`src/core/xad_pkg.sv`:
```
// Constants, field layout and carrier types of the extension-bus decoder.
// Assumes an APB master with 32-bit data and an LPC front end on clk.
// Summary of operation
// - Five enabled I/O zones, each own select
// - User I/O zones sized 2^n, n<=8
// - Fifth zone decodes debug port only
// - Unassigned zone is never claimed or forwarded
// - Seven registers define the I/O map
// - I/O lock bit freezes I/O mapping
// - User memory and BIOS zones enabled separately
// - Boot strap sets memory config one default
// - LPC BIOS enable claims legacy and high window
// - Extended BIOS range only when enabled
// - High window 256K to 32M, size fields
// - Hub enable claims hub reads in window
// - Hub access uses ID plus low 24 address bits
// - Strapped reset sets both BIOS enables
// - First BIOS read picks boot protocol
// - Later cycles keep enables; software may reset
// - Memory base is high, low, sixteen zeros
// - Memory lock bit freezes config two, base and size
// - Extension address is low 28 bits
// - Read data returned, write data passed
// - Debug enable maps I/O address 80h
// - Odd zone starts at base plus size
// - I/O lock makes seven registers read-only
package xad_pkg;
   // Register indices; byte address is four times the index
   localparam logic [7:0] IDX_IO_CFG = 8'hF0;
   localparam logic [7:0] IDX_MEM_CFG1 = 8'hF7;
   localparam logic [7:0] IDX_MEM_CFG2 = 8'hF8;
   localparam logic [7:0] IDX_MEM_SIZE = 8'hFB;
   localparam logic [7:0] IDX_STATUS = 8'hFD;
   localparam logic [7:0] IDX_UNLOCK = 8'hFE;
   localparam int NREG = 12;
   // Offsets inside the configuration array
   localparam int O_IOCFG = 0;
   localparam int O_IOSZ1 = 3;
   localparam int O_USER_MEM_ZONE_B = 7;
   localparam int O_MEM2 = 8;
   localparam int O_MBH = 9;
   localparam int O_MBL = 10;
   localparam int O_MSZ = 11;
   localparam int O_IOLAST = 6;
   // Field positions
   localparam int B_IO_LOCK = 7;
   localparam int B_DBG_EN = 4;
   localparam int B_BIOS_LPC = 0;
   localparam int B_BIOS_HUB = 1;
   localparam int B_BIOS_EXT = 2;
   localparam int B_UMEM_EN = 3;
   localparam int B_MEM_LOCK = 7;
   localparam int B_SEL2 = 3;
   localparam logic [7:0] RST_REG = 8'h00;
   localparam logic [15:0] DBG_ADDR = 16'h0080;
   localparam logic [15:0] LEG_BIOS = 16'h000F;
   localparam logic [15:0] EXT_BIOS = 16'h000E;
   localparam logic [4:0] WIN_MIN_EXP = 5'h12;
   localparam logic [4:0] WIN_MAX_EXP = 5'h19;
   localparam logic [3:0] IO_MAX_N = 4'h8;
   localparam logic [4:0] MEM_EXP0 = 5'h10;
   localparam logic [3:0] HUB_TOP = 4'hF;
   localparam int NSEL = 7;
   typedef enum logic [1:0] {CYC_IO, CYC_MEM, CYC_HUB, CYC_NONE} xad_kind_e;
   typedef struct packed {
      xad_kind_e kind;
      logic write;
      logic [31:0] addr;
      logic [3:0] id;
      logic [7:0] wdata;
   } xad_cyc_s;
   typedef struct packed {
      logic [27:0] addr;
      logic write;
      logic [7:0] wdata;
      logic [6:0] sel;
   } xad_ext_s;
endpackage

```
`src/core/xad_decoder.sv`:
```
// Decoder that forwards LPC I/O, memory and hub cycles to the extension bus.
// Assumes cycle requests and extension answers arrive on clk; strap is a pin.
//
// Added by the designer: the register addresses and the APB register port.
`timescale 1ns/10ps
module xad_decoder #(
   parameter int ADDR_W = 10
) (
   input wire logic clk,
   input wire logic sys_rst,
   input wire logic psel,
   input wire logic penable,
   input wire logic pwrite,
   input wire logic [ADDR_W-1:0] paddr,
   input wire logic [31:0] pwdata,
   input wire logic [3:0] pstrb,
   output logic [31:0] prdata,
   output logic pready,
   output logic pslverr,
   input wire logic boot_strap_input,
   input wire logic cyc_valid,
   input wire xad_pkg::xad_cyc_s cyc,
   input wire logic [6:0] zone_assigned,
   output logic cyc_claim,
   output logic ext_req,
   output xad_pkg::xad_ext_s ext,
   input wire logic ext_done,
   input wire logic [7:0] ext_rdata,
   output logic lpc_done,
   output logic [7:0] lpc_rdata
);
   typedef enum logic {ST_IDLE, ST_WAIT} xad_st_e;
   logic [7:0] cfg_q [xad_pkg::NREG];
   xad_st_e st_q;
   logic det_done_q;
   logic strap_s1_q, strap_s2_q;
   logic [1:0] boot_cnt_q;
   logic pend_bios_q, pend_wr_q;
   xad_pkg::xad_kind_e pend_kind_q;
   logic [31:0] prdata_q;
   logic cyc_claim_q, ext_req_q, lpc_done_q;
   xad_pkg::xad_ext_s ext_q;
   logic [7:0] lpc_rdata_q;

   // APB decode; registers sit at index F0h to FBh plus two extras
   logic [7:0] idx;
   logic acc, wr, in_cfg, mapped;
   logic [3:0] off;
   assign idx = paddr[9:2];
   assign acc = psel && penable;
   assign wr = acc && pwrite && pstrb[0];
   assign in_cfg = idx >= xad_pkg::IDX_IO_CFG
      && idx <= xad_pkg::IDX_MEM_SIZE;
   assign off = idx[3:0];
   assign mapped = in_cfg || idx == xad_pkg::IDX_STATUS
      || idx == xad_pkg::IDX_UNLOCK;
   assign pready = 1'b1;
   assign pslverr = acc && !mapped;
   assign prdata = prdata_q;

   logic io_lock, mem_lock;
   assign io_lock = cfg_q[xad_pkg::O_IOCFG][xad_pkg::B_IO_LOCK];
   assign mem_lock = cfg_q[xad_pkg::O_MEM2][xad_pkg::B_MEM_LOCK];

   // Strap pin crosses into clk through two flops
   always_ff @(posedge clk or posedge sys_rst) begin
      if (sys_rst) begin
         strap_s1_q <= 1'b0;
         strap_s2_q <= 1'b0;
      end else begin
         strap_s1_q <= boot_strap_input;
         strap_s2_q <= strap_s1_q;
      end
   end

   // Counts edges after release so the strap is read once it has settled
   always_ff @(posedge clk or posedge sys_rst) begin
      if (sys_rst) begin
         boot_cnt_q <= 2'h0;
      end else if (boot_cnt_q != 2'h3) begin
         boot_cnt_q <= boot_cnt_q + 2'h1;
      end
   end
   logic strap_ld;
   assign strap_ld = boot_cnt_q == 2'h2;

   // I/O zone decode for the two base/size pairs
   logic [15:0] io_a;
   logic [4:0] io_hit;
   assign io_a = cyc.addr[15:0];
   genvar k;
   generate
      for (k = 0; k < 4; k++) begin : g_io
         logic [3:0] n;
         logic [15:0] sz, msk, base, zb;
         localparam int P = 3 * (k / 2);
         always_comb begin
            n = cfg_q[xad_pkg::O_IOSZ1 + P][3:0];
            if (n > xad_pkg::IO_MAX_N) begin
               n = xad_pkg::IO_MAX_N;
            end
            sz = 16'h0001 << n;
            msk = ~(sz - 16'h0001);
            base = {cfg_q[P + 1], cfg_q[P + 2]};
            zb = (k % 2 == 1) ? base + sz : base;
         end
         assign io_hit[k] = cfg_q[xad_pkg::O_IOCFG][k]
            && (io_a & msk) == (zb & msk);
      end
   endgenerate
   // Debug port zone answers one address only
   assign io_hit[4] = cfg_q[xad_pkg::O_IOCFG][xad_pkg::B_DBG_EN]
      && io_a == xad_pkg::DBG_ADDR;

   // BIOS window: 256K doubled by size, once more by second select
   logic [4:0] wexp;
   logic [31:0] wlow, haddr, ulow, ubase;
   logic [4:0] uexp;
   logic [3:0] un;
   logic [7:0] m1, m2;
   assign m1 = cfg_q[xad_pkg::O_USER_MEM_ZONE_B];
   assign m2 = cfg_q[xad_pkg::O_MEM2];
   always_comb begin
      wexp = xad_pkg::WIN_MIN_EXP + {2'h0, m2[2:0]}
         + {4'h0, m2[xad_pkg::B_SEL2]};
      if (wexp > xad_pkg::WIN_MAX_EXP) begin
         wexp = xad_pkg::WIN_MAX_EXP;
      end
      wlow = (32'h0000_0001 << wexp) - 32'h0000_0001;
      un = cfg_q[xad_pkg::O_MSZ][3:0];
      if (un > xad_pkg::IO_MAX_N) begin
         un = xad_pkg::IO_MAX_N;
      end
      uexp = xad_pkg::MEM_EXP0 + {1'b0, un};
      ulow = (32'h0000_0001 << uexp) - 32'h0000_0001;
   end
   // Hub address: fixed Fh top nibble, then the ID field in place of address bits 27:24
   assign haddr = {xad_pkg::HUB_TOP, cyc.id, cyc.addr[23:0]};
   assign ubase = {cfg_q[xad_pkg::O_MBH], cfg_q[xad_pkg::O_MBL],
      16'h0000};
   // Forwarded address; hub cycles carry no upper bits of their own
   logic [31:0] fwd_a;
   assign fwd_a = (cyc.kind == xad_pkg::CYC_HUB) ? haddr : cyc.addr;

   logic lpc_win, hub_win, leg_hit, ext_hit, lpc_bios, hub_bios, umem;
   assign lpc_win = (cyc.addr | wlow) == 32'hFFFF_FFFF;
   assign hub_win = (haddr | wlow) == 32'hFFFF_FFFF;
   assign leg_hit = cyc.addr[31:16] == xad_pkg::LEG_BIOS;
   assign ext_hit = cyc.addr[31:16] == xad_pkg::EXT_BIOS
      && m1[xad_pkg::B_BIOS_EXT];
   assign lpc_bios = m1[xad_pkg::B_BIOS_LPC]
      && (leg_hit || ext_hit || lpc_win);
   assign hub_bios = m1[xad_pkg::B_BIOS_HUB] && !cyc.write
      && hub_win;
   assign umem = m1[xad_pkg::B_UMEM_EN]
      && (cyc.addr | ulow) == (ubase | ulow);

   // Zone selects of the current cycle, gated by kind
   logic [6:0] sel, sel_ok;
   logic is_bios, take;
   always_comb begin
      sel = 7'h00;
      is_bios = 1'b0;
      case (cyc.kind)
         xad_pkg::CYC_IO: sel[4:0] = io_hit;
         xad_pkg::CYC_MEM: begin
            sel[5] = umem;
            sel[6] = lpc_bios;
            is_bios = lpc_bios;
         end
         xad_pkg::CYC_HUB: begin
            sel[6] = hub_bios;
            is_bios = hub_bios;
         end
         default: sel = 7'h00;
      endcase
   end
   assign sel_ok = sel & zone_assigned;
   assign take = cyc_valid && st_q == ST_IDLE
      && sel_ok != 7'h00;

   // Forwarding sequence: claim, hold until extension answers
   always_ff @(posedge clk or posedge sys_rst) begin
      if (sys_rst) begin
         st_q <= ST_IDLE;
      end else begin
         case (st_q)
            ST_IDLE: if (take) st_q <= ST_WAIT;
            ST_WAIT: if (ext_done) st_q <= ST_IDLE;
            default: st_q <= ST_IDLE;
         endcase
      end
   end

   // Extension request fields; address cut to 28 bits
   always_ff @(posedge clk or posedge sys_rst) begin
      if (sys_rst) begin
         ext_q <= '0;
         ext_req_q <= 1'b0;
         cyc_claim_q <= 1'b0;
         pend_bios_q <= 1'b0;
         pend_wr_q <= 1'b0;
         pend_kind_q <= xad_pkg::CYC_NONE;
      end else begin
         ext_req_q <= take;
         cyc_claim_q <= take;
         if (take) begin
            ext_q.addr <= fwd_a[27:0];
            ext_q.write <= cyc.write;
            ext_q.wdata <= cyc.wdata;
            ext_q.sel <= sel_ok;
            pend_bios_q <= is_bios;
            pend_wr_q <= cyc.write;
            pend_kind_q <= cyc.kind;
         end
      end
   end

   // Read data goes back to LPC when the extension finishes
   always_ff @(posedge clk or posedge sys_rst) begin
      if (sys_rst) begin
         lpc_done_q <= 1'b0;
         lpc_rdata_q <= 8'h00;
      end else begin
         lpc_done_q <= st_q == ST_WAIT && ext_done;
         if (st_q == ST_WAIT && ext_done && !pend_wr_q) begin
            lpc_rdata_q <= ext_rdata;
         end
      end
   end
   assign cyc_claim = cyc_claim_q;
   assign ext_req = ext_req_q;
   assign ext = ext_q;
   assign lpc_done = lpc_done_q;
   assign lpc_rdata = lpc_rdata_q;

   // First completed BIOS read decides the protocol
   logic det_ev;
   assign det_ev = st_q == ST_WAIT && ext_done && pend_bios_q
      && !pend_wr_q && !det_done_q;
   always_ff @(posedge clk or posedge sys_rst) begin
      if (sys_rst) begin
         det_done_q <= 1'b0;
      end else if (det_ev) begin
         det_done_q <= 1'b1;
      end
   end

   // Configuration array; strap load, detection and APB share one writer.
   // A software write of 1 lands after the hardware clear, so it wins.
   always_ff @(posedge clk or posedge sys_rst) begin
      if (sys_rst) begin
         for (int i = 0; i < xad_pkg::NREG; i++) begin
            cfg_q[i] <= xad_pkg::RST_REG;
         end
      end else begin
         if (strap_ld && strap_s2_q) begin
            cfg_q[xad_pkg::O_USER_MEM_ZONE_B][xad_pkg::B_BIOS_LPC] <= 1'b1;
            cfg_q[xad_pkg::O_USER_MEM_ZONE_B][xad_pkg::B_BIOS_HUB] <= 1'b1;
         end
         if (det_ev) begin
            if (pend_kind_q == xad_pkg::CYC_MEM) begin
               cfg_q[xad_pkg::O_USER_MEM_ZONE_B][xad_pkg::B_BIOS_HUB] <= 1'b0;
            end else begin
               cfg_q[xad_pkg::O_USER_MEM_ZONE_B][xad_pkg::B_BIOS_LPC] <= 1'b0;
            end
         end
         if (wr && in_cfg) begin
            if (int'(off) <= xad_pkg::O_IOLAST) begin
               if (!io_lock) begin
                  cfg_q[off] <= pwdata[7:0];
               end
            end else if (int'(off) == xad_pkg::O_USER_MEM_ZONE_B) begin
               cfg_q[off] <= pwdata[7:0];
            end else if (!mem_lock) begin
               cfg_q[off] <= pwdata[7:0];
            end
         end
         // Unlock register clears the locks explicitly
         if (wr && idx == xad_pkg::IDX_UNLOCK) begin
            if (pwdata[0]) begin
               cfg_q[xad_pkg::O_IOCFG][xad_pkg::B_IO_LOCK] <= 1'b0;
            end
            if (pwdata[1]) begin
               cfg_q[xad_pkg::O_MEM2][xad_pkg::B_MEM_LOCK] <= 1'b0;
            end
         end
      end
   end

   // Read data staged in the setup phase so the access needs no wait
   always_ff @(posedge clk or posedge sys_rst) begin
      if (sys_rst) begin
         prdata_q <= 32'h0000_0000;
      end else if (psel && !penable) begin
         if (in_cfg) begin
            prdata_q <= {24'h000000, cfg_q[off]};
         end else if (idx == xad_pkg::IDX_STATUS) begin
            prdata_q <= {28'h0000000, strap_s2_q,
               st_q == ST_WAIT, det_done_q, 1'b0};
         end else begin
            prdata_q <= 32'h0000_0000;
         end
      end
   end

   // Checks on the forwarding path and the mapping registers
   AST_NO_HIT: assert property (@(posedge clk)
      disable iff (sys_rst)
      cyc_valid && st_q == ST_IDLE && sel == 7'h00 |=> !ext_req && !cyc_claim)
      else $error("cycle without hit was forwarded");
   AST_HIT_FWD: assert property (@(posedge clk)
      disable iff (sys_rst)
      take |=> ext_req && ext.sel == $past(sel_ok) ##1 !ext_req)
      else $error("hit did not give one request pulse");
   AST_UNASSIGNED: assert property (@(posedge clk)
      disable iff (sys_rst)
      cyc_valid && (sel & ~zone_assigned) != 7'h00
      && (sel & zone_assigned) == 7'h00 |=> !ext_req)
      else $error("unassigned zone was claimed");
   AST_ADDR28: assert property (@(posedge clk)
      disable iff (sys_rst)
      take |=> ext.addr == $past(fwd_a[27:0]))
      else $error("extension address is not low 28 bits");
   AST_IO_LOCK: assert property (@(posedge clk)
      disable iff (sys_rst)
      io_lock && wr && in_cfg && int'(off) <= xad_pkg::O_IOLAST
      |=> $stable(cfg_q[off]))
      else $error("locked I/O map changed");
   AST_RDATA: assert property (@(posedge clk)
      disable iff (sys_rst)
      st_q == ST_WAIT && ext_done && !pend_wr_q
      |=> lpc_done && lpc_rdata == $past(ext_rdata))
      else $error("read data not returned");
   AST_DET_HOLD: assert property (@(posedge clk)
      disable iff (sys_rst)
      det_done_q && !(wr && in_cfg)
      |=> $stable(cfg_q[xad_pkg::O_USER_MEM_ZONE_B][1:0]))
      else $error("BIOS enables changed after detection");
   AST_DBG: assert property (@(posedge clk)
      disable iff (sys_rst)
      cyc_valid && st_q == ST_IDLE && cyc.kind == xad_pkg::CYC_IO
      && io_a == xad_pkg::DBG_ADDR && zone_assigned[4]
      && cfg_q[xad_pkg::O_IOCFG][xad_pkg::B_DBG_EN] |=> ext_req && ext.sel[4])
      else $error("debug port not forwarded");
   AST_STRAP: assert property (@(posedge clk)
      disable iff (sys_rst)
      strap_ld && strap_s2_q |=> m1[1:0] == 2'h3)
      else $error("strap did not set both BIOS enables");
   // Memory lock must hold every register from the second config onward
   AST_MEM_LOCK: assert property (@(posedge clk)
      disable iff (sys_rst)
      mem_lock && wr && in_cfg && int'(off) >= xad_pkg::O_MEM2
      |=> $stable(cfg_q[off]))
      else $error("locked memory map changed");
   // Detection clears the other protocol unless software rewrites it
   AST_DET_MEM: assert property (@(posedge clk)
      disable iff (sys_rst)
      det_ev && pend_kind_q == xad_pkg::CYC_MEM
      && !(wr && in_cfg) && !strap_ld |=> !m1[xad_pkg::B_BIOS_HUB])
      else $error("memory boot did not clear hub enable");
   AST_DET_HUB: assert property (@(posedge clk)
      disable iff (sys_rst)
      det_ev && pend_kind_q == xad_pkg::CYC_HUB
      && !(wr && in_cfg) && !strap_ld |=> !m1[xad_pkg::B_BIOS_LPC])
      else $error("hub boot did not clear memory enable");
   AST_HUB_WR: assert property (@(posedge clk)
      disable iff (sys_rst)
      cyc_valid && cyc.kind == xad_pkg::CYC_HUB && cyc.write |=> !ext_req)
      else $error("hub write was forwarded");
   AST_WDATA: assert property (@(posedge clk)
      disable iff (sys_rst)
      take |=> ext.wdata == $past(cyc.wdata) && ext.write == $past(cyc.write))
      else $error("write data not passed on");
   // Extended range stays dark while its enable is clear
   AST_EXT_OFF: assert property (@(posedge clk)
      disable iff (sys_rst)
      cyc_valid && cyc.kind == xad_pkg::CYC_MEM && !m1[xad_pkg::B_BIOS_EXT]
      && cyc.addr[31:16] == xad_pkg::EXT_BIOS && !umem |=> !ext_req)
      else $error("extended range claimed while disabled");
endmodule

```
`config.mk`:
```
export PLATFORM = sky130hd
export DESIGN_NAME = xad_decoder
export DESIGN_NICKNAME = d
export VERILOG_FILES = /design/src/core/xad_pkg.sv /design/src/core/xad_decoder.sv
export SDC_FILE = /design/constraint.sdc
export NUM_CORES = 1
export LEC_CHECK = 0
export ABC_AREA = 0
export BUFFER_PORTS_ARGS = -buffer_cell sky130_fd_sc_hd__buf_2
export CAP_MARGIN = 20
export CORE_UTILIZATION = 50
export CTS_CLUSTER_SIZE = 40
export DETAILED_ROUTE_END_ITERATION = 8
export GPL_TIMING_DRIVEN = 0
export PLACE_DENSITY = 0.73
export SLEW_MARGIN = 20
export SYNTH_ARGS = -nofsm -noshare
export SYNTH_HDL_FRONTEND = slang
export SYNTH_SLANG_ARGS = --single-unit
```
`constraint.sdc`:
```
create_clock -name clk -period 6.55 [get_ports clk]
set_input_delay 1.31 -clock clk [delete_from_list [all_inputs] [get_ports clk]]
set_output_delay 1.31 -clock clk [all_outputs]
set_load 0.005 [all_outputs]
```
==> flow_metrics.env, run 1 <==
export IMPL_synth_edf_count=0
export IMPL_drive_gt1_share_pct=30.51
export IMPL_p_sw_share_pct=26.84
export IMPL_yosys_warnings=0
export IMPL_die_x_um=152.1
export IMPL_cts_hold_buffers=0
export IMPL_vias_per_cell=5.992
export IMPL_ir_drop_uv=156.9
export IMPL_synth_area_leader_cell="dfrtp_1"
export IMPL_hold_violations=0
export IMPL_port_buffer_count=134
export IMPL_grt_pass1_wl_um=51330
export IMPL_ys_async_sr_fraction_pct=100.0
export IMPL_ant_nets=0
export IMPL_cts_buffers=17
export IMPL_vias=9264
export IMPL_intPower_mw=1.732
export IMPL_antenna_found_initial=1
export IMPL_seq_area_frac_synth_pct=37.10
export IMPL_period_needed_ns=4.871
export IMPL_rsz0062_at_grt="false"
export IMPL_ctsRootBufferMaster="clkbuf_16"
export IMPL_r2r_start="m2[0]"
export IMPL_dpl_hpwl_um=24750
export IMPL_dp_slack_ns=1.663
export IMPL_drc_errors=14
export IMPL_routed_wl_um=32600
export IMPL_finalClockSkew_ns=0.009508
export IMPL_min_path_type="flop to flop"
export IMPL_cp_max_fo=10
export IMPL_fin_cells=1546
export IMPL_grt_busiest_layer="met2"
export IMPL_ys_ff_latch=167
export IMPL_setup_viol=0
export IMPL_die_y_um=152.1
export IMPL_whs_endpoint="strap_s2_q"
export IMPL_p_comb_share_pct=11.0
export IMPL_path_class="input pin to output pin"
export IMPL_p_leak_nw=6.517
export IMPL_arrival_ns=3.56
export IMPL_max_slew_margin_pct=36.03
export IMPL_fin_ws_ns=1.679
export IMPL_met2_usage_pct=46.65
export IMPL_use_met3_pct=4.551
export IMPL_hold_depth=0
export IMPL_outcome="complete, but fails checks"
export IMPL_drtIter0Drc=730
export IMPL_clock_power_share_pct=44.7
export IMPL_fmax_mhz=205.3
export IMPL_fillers=1830
export IMPL_dpl_cell_count=1513
export IMPL_p_switching_mw=0.6354
export IMPL_firstDrtPassIters=7
export IMPL_yosysUniqueCellTypes=77
export IMPL_tightest_slew_ns=0.9461
export IMPL_first_global_vias=9141
export IMPL_final_cell_mix="dfrtp_1, buf_2, mux2_2, nand2_1, xnor2_1"
export IMPL_power_share_sequential_pct=44.3
export IMPL_avgSynthCellArea_um2=10.60
export IMPL_cts_setup_buffers=0
export IMPL_final_nets=1409
export IMPL_met1_usage_pct=37.74
export IMPL_h_tree_depth=4
export IMPL_rows=54
export IMPL_slew_violations=0
export IMPL_drv_cap=0
export IMPL_netlist_area_um2=11270
export IMPL_clockBufferDepth=2
export IMPL_setup_worst_path_end_class="output pin"
export IMPL_start_util_pct=51.33
export IMPL_io_pins=205
export IMPL_cts_resized=0
export IMPL_violations="DRC"
export IMPL_fp_coreArea_um2=21960
export IMPL_clock_sinks=167
export IMPL_overflow=0
export IMPL_min_delay_start="strap_s1_q"
export IMPL_ff2ff_path_depth=18
export IMPL_power_density_nw_per_um2=180.7
export IMPL_cts_tree="done"
export IMPL_dieArea_um2=23150
export IMPL_detail_route_wl_per_cell_um=21.09
export IMPL_required_ns=5.24
export IMPL_cts_clk_slew_worst_paths_ns=0.07
export IMPL_synth_top_area_share_pct=36.63
export IMPL_finalCritPeriodShare_pct=74.37
export IMPL_regToRegSetupSlack_ns=1.81
export IMPL_netlist_instances=1063
export IMPL_gp_congestion=0.9481
export IMPL_synth_ff_type="dfrtp_1"
export IMPL_clk_latency_ns=0.44
export IMPL_total_power_mw=2.368
export IMPL_r2r_end="ext[26]"
export IMPL_grt_max_degree=87
export IMPL_syn_to_final_growth_pct=16.25
export IMPL_fin_util_pct=59.67
export IMPL_grt_usage_pct=28.70
export IMPL_ys_top_cells_by_area="dfrtp_1, mux2_2, xnor2_1"
export IMPL_layout_commonest_cell="dfrtp_1"
export IMPL_cp_start_kind="input pin"
metrics by stage:
stage / hold slack [ns] / setup TNS, ns / area [µm²]
finish: 0.3585 / 0 / 13100
CTS: 0.3559 / 0 / 13100
global route: 0.3571 / 0 / 13100
floorplan: 0.3312 / 0 / 11400
global placement: 0.3422 / -204.70 / 12420
detailed placement: 0.3419 / 0 / 12470
metal layers:
metal	wire (µm)	share of wire, %	up-vias
met4	1265	3.9	0
met2	15520	48	376
met1	13790	42	4595
met3	2022	6.2	81
li1	-	-	4212
met5	0	0	-
synthesized netlist by cell type (7+ instances only):
| cell | count |
|---|---|
| buf_4 | 27 |
| clkbuf_1 | 48 |
| a21oi_1 | 40 |
| and3_1 | 7 |
| nand4_1 | 11 |
| nor4b_1 | 8 |
| mux2i_1 | 12 |
| o21a_1 | 10 |
| a22o_1 | 8 |
| nor4_1 | 11 |
| o21ai_0 | 27 |
| nand3_1 | 23 |
| xnor2_1 | 62 |
| nor3_1 | 25 |
| a31oi_1 | 7 |
| o22ai_1 | 11 |
| and2_1 | 7 |
| a21o_1 | 18 |
| dfrtp_1 | 165 |
| nand2b_1 | 27 |
| nor2_1 | 43 |
| mux2_4 | 30 |
| buf_1 | 7 |
| inv_1 | 26 |
| xor2_1 | 36 |
| mux4_2 | 24 |
| ha_1 | 39 |
| mux2_2 | 110 |
| nand2_1 | 78 |
| o211ai_1 | 8 |
worst max-delay path by stage:
stage               slack [ns]  cells after the start       endpoint      from
floorplan                 0.72                      1  boot_cnt_q[0]   sys_rst
global placement         -1.26                      2         ext[7]   sys_rst
detailed placement        1.66                      7        pslverr  paddr[2]
CTS                       1.65                      7        pslverr  paddr[2]
global route              1.49                      7        pslverr  paddr[2]
finish                    1.68                      7        pslverr  paddr[2]
logic make-up after synthesis:
kind of cell,after synthesis,share of synthesized area [%]
and+or+nand+nor,273,12.96
AOI/OAI and AO/OA,189,11.57
muxes,176,20.85
DFF,167,37.10
buffers and inverters,117,5.162
xor gates and xnor gates,98,7.615
adders and majority gates,41,4.685
other,2,0.06663
flip-flops by register name, summed over array words and instances, names as in the netlist:
name,cells
prdata,8
pend_bios_q,1
strap_s1_q,1
cfg_q,80
pend_kind_q,2
ext,44
lpc_done,1
ext_req,1
st_q,1
lpc_rdata,8
boot_cnt_q,2
strap_s2_q,1
m2,8
det_done_q,1
m1,8
critical path, cell delays in order:
cell and delay (ns):
clkbuf_1 0.39, buf_1 0.62, clkbuf_1 0.55, nor2b_1 0.29
or3_1 0.19, a21oi_1 0.07, buf_2 0.13
power groups by stage:
stage | sequential [mW] | clock (mW) | combinational [mW]
finish | 1.05 | 1.06 | 0.260
CTS | 1.05 | 1.06 | 0.257
floorplan | 1.07 | 0 | 0.165
global placement | 1.07 | 0 | 0.249
detailed placement | 1.07 | 0 | 0.255
global route | 1.05 | 1.11 | 0.282
final cells by class:
class	count	area [µm²]	area share (%)
multi-input cells	814	6655	50.79
well taps	280	350.3	2.674
diodes	1	2.502	0.01910
repair buffers	135	698.2	5.328
flip-flops and latches	167	4182	31.91
plain buffers	90	480.5	3.667
clock inverters	14	186.4	1.423
inverters	27	108.9	0.8308
clock buffers	18	439.2	3.352
(Power assumes the default switching activity.)
==> run 2: changes to the inputs <==
Settings changed: PLACE_DENSITY 0.73 to 0.76.
Clock period 6.55 ns to 4.4 ns, I/O delays scaled along.
==> run 2 against run 1 <==
Against the previous run:
- the run still ends with DRC left
- largest power group unchanged
- critical path depth increased by 9
- setup slack got worse by 1.5 ns
- sequential cell count unchanged
- largest cell class unchanged
- die area unchanged
- sequential power up 49%
- critical endpoint is now ext[29]
==> flow_metrics.env, run 2 (synthesis gave the netlist of run 1 again) <==
export IMPL_outcome="complete, but fails checks"
export IMPL_violations="DRC"
export IMPL_ctsRootBufferMaster="clkbuf_16"
export IMPL_setup_worst_path_end_class="flop"
export IMPL_fin_ws_ns=0.1723
export IMPL_largest_register="cfg_q"
export IMPL_start_util_pct=51.33
export IMPL_overflow=0
export IMPL_p_switching_mw=0.9544
export IMPL_gp_congestion=0.9522
export IMPL_dp_slack_ns=-0.2086
export IMPL_critPathSlowestCell="or4_1"
export IMPL_max_slew_margin_pct=32.30
export IMPL_h_tree_depth=4
export IMPL_clock_sinks=167
export IMPL_drive_gt1_share_pct=32.42
export IMPL_critPathMaxStageDelay_ns=0.42
export IMPL_insertedDiodeCount=0
export IMPL_grt_usage_pct=29.01
export IMPL_finalClockSkew_ns=0.009766
export IMPL_clk_latency_ns=0.44
export IMPL_arrival_ns=4.55
export IMPL_grt_max_degree=34
export IMPL_power_share_sequential_pct=44.1
export IMPL_total_power_mw=3.548
export IMPL_fin_area_um2=13320
export IMPL_drc_errors=19
export IMPL_cp_start_kind="flop"
export IMPL_path_delay_family="simple AND/OR/NAND/NOR gates"
export IMPL_drv_cap=0
export IMPL_fmax_mhz=236.5
export IMPL_tightest_slew_ns=1.001
export IMPL_cts_tree="done"
export IMPL_dpl_hpwl_um=24870
export IMPL_layout_commonest_cell="dfrtp_1"
export IMPL_clockBufferDepth=2
export IMPL_hold_depth=0
export IMPL_ff2ff_path_depth=16
export IMPL_port_buffer_count=134
export IMPL_intPower_mw=2.594
export IMPL_finalCritPeriodShare_pct=96.08
export IMPL_vias=9317
export IMPL_hold_violations=0
export IMPL_rows=54
export IMPL_min_path_type="flop to flop"
export IMPL_io_pins=205
export IMPL_ir_drop_uv=222.6
export IMPL_cp_num_buf_inv=4
export IMPL_placed_area_um2=12560
export IMPL_cts_hold_buffers=0
export IMPL_die_y_um=152.1
export IMPL_die_x_um=152.1
export IMPL_drtIter0Drc=843
export IMPL_vias_per_cell=5.995
export IMPL_crit_cells=16
export IMPL_setup_viol=0
export IMPL_p_sw_share_pct=26.90
export IMPL_p_comb_share_pct=11.3
export IMPL_clock_power_share_pct=44.7
export IMPL_cts_buffers=17
export IMPL_syn_to_final_growth_pct=18.19
export IMPL_routed_wl_um=33220
export IMPL_slew_violations=0
export IMPL_path_class="flop to flop"
export IMPL_cts_clk_slew_worst_paths_ns=0.07
export IMPL_required_ns=4.72
export IMPL_cp_max_fo=10
export IMPL_final_nets=1418
export IMPL_ant_nets=0
export IMPL_period_needed_ns=4.228
export IMPL_antenna_found_initial=0
export IMPL_whs_ns=0.3703
export IMPL_tns_ns=0
export IMPL_detail_route_wl_per_cell_um=21.38
export IMPL_p_leak_nw=6.599
export IMPL_dieArea_um2=23150
export IMPL_first_global_vias=9191
export IMPL_largest_reg_flops=80
export IMPL_firstDrtPassIters=8
export IMPL_critical_path_cell_chain="clkbuf_8 -> nand2b_4 -> or3_4 -> inv_4 -> fa_1 -> xor2_1 -> a2111o_1 -> or4_1 -> nor4_2 -> nand4_1 -> nand3b_4 -> nor4b_4 -> a211oi_2 -> buf_6 -> buf_8 -> mux2_4"
export IMPL_final_cell_mix="dfrtp_1, buf_2, mux2_2, nand2_1, xnor2_1"
export IMPL_power_density_nw_per_um2=266.3
export IMPL_fp_coreArea_um2=21960
export IMPL_grt_pass1_wl_um=51850
==> run 2: changes by cell type in the layout (fill, tap and decap cells not counted), moves of 3 or more <==
cell	before	now
clkbuf_1	48	41
buf_8	0	3
clkbuf_2	0	3
buf_12	0	5
clkinvlp_4	1	4
clkinv_4	3	0
buf_4	27	34
buf_6	5	2
==> run 2: area by class of cell <==
class	count	area, µm²
Sequential cell	167	4184
Clock inverter	13	156.4
Fill cell	1804	8637
Timing Repair Buffer	146	843.3
Inverter	27	107.6
Clock buffer	19	452.9
Tap cell	280	350.3
Buffer	88	504.2
Multi-Input combinational cell	814	6723
==> run 2: worst paths after layout <==
kind / startpoint / end / slack, ns
worst max-delay path: cfg_q[65] / ext[29] / 0.17
worst min-delay path: strap_s1_q / strap_s2_q / 0.37
worst max register to register: cfg_q[65] / ext[29] / 0.17
worst min register to register: strap_s1_q / strap_s2_q / 0.37
max in group asynchronous: sys_rst / pend_kind_q[1] / 2.95
min in group asynchronous: sys_rst / cfg_q[82] / 0.48
==> run 2: power groups by stage <==
stage	clock network, mW	registers [mW]	logic, mW
2_1_floorplan	0	1.59	0.245
3_3_place_gp	0	1.59	0.369
3_5_place_dp	0	1.59	0.389
4_1_cts	1.59	1.56	0.393
5_1_grt	1.66	1.56	0.432
6_report	1.58	1.56	0.400
==> run 2: repair_timing <==
action                                  in CTS  in global routing
gates resized for setup                     15                 16
hold endpoints to repair                     0                  0
endpoints found under the setup margin      42                 45
pin swaps                                    6                  7
setup buffers                                4                  2
==> run 2: worst reg2reg max path, cell delays in order, from the launching register on <==
cell and delay, ns:
dfrtp_1 0.39, clkbuf_8 0.17, nand2b_4 0.15, or3_4 0.39
inv_4 0.07, fa_1 0.41, xor2_1 0.16, a2111o_1 0.38
or4_1 0.42, nor4_2 0.14, nand4_1 0.17, nand3b_4 0.20
nor4b_4 0.30, a211oi_2 0.14, buf_6 0.18, buf_8 0.16
mux2_4 0.31
==> run 2: per-stage QoR <==
stage / instances / utilization (%)
final: 1554 / 60.67
after global routing: 1554 / 60.67
after CTS: 1552 / 60.29
after detailed placement: 1518 / 57.22
after global placement: 1512 / 56.59
after floorplan: 1098 / -
==> run 2: routing by layer <==
layer  vias up  track usage (%)  wire [µm]
met5         -                0          0
met4         0            13.22       1303
met3        83            5.688       2244
met2       388            47.00      16130
met1      4625            37.70      13550
li1       4221                -          -
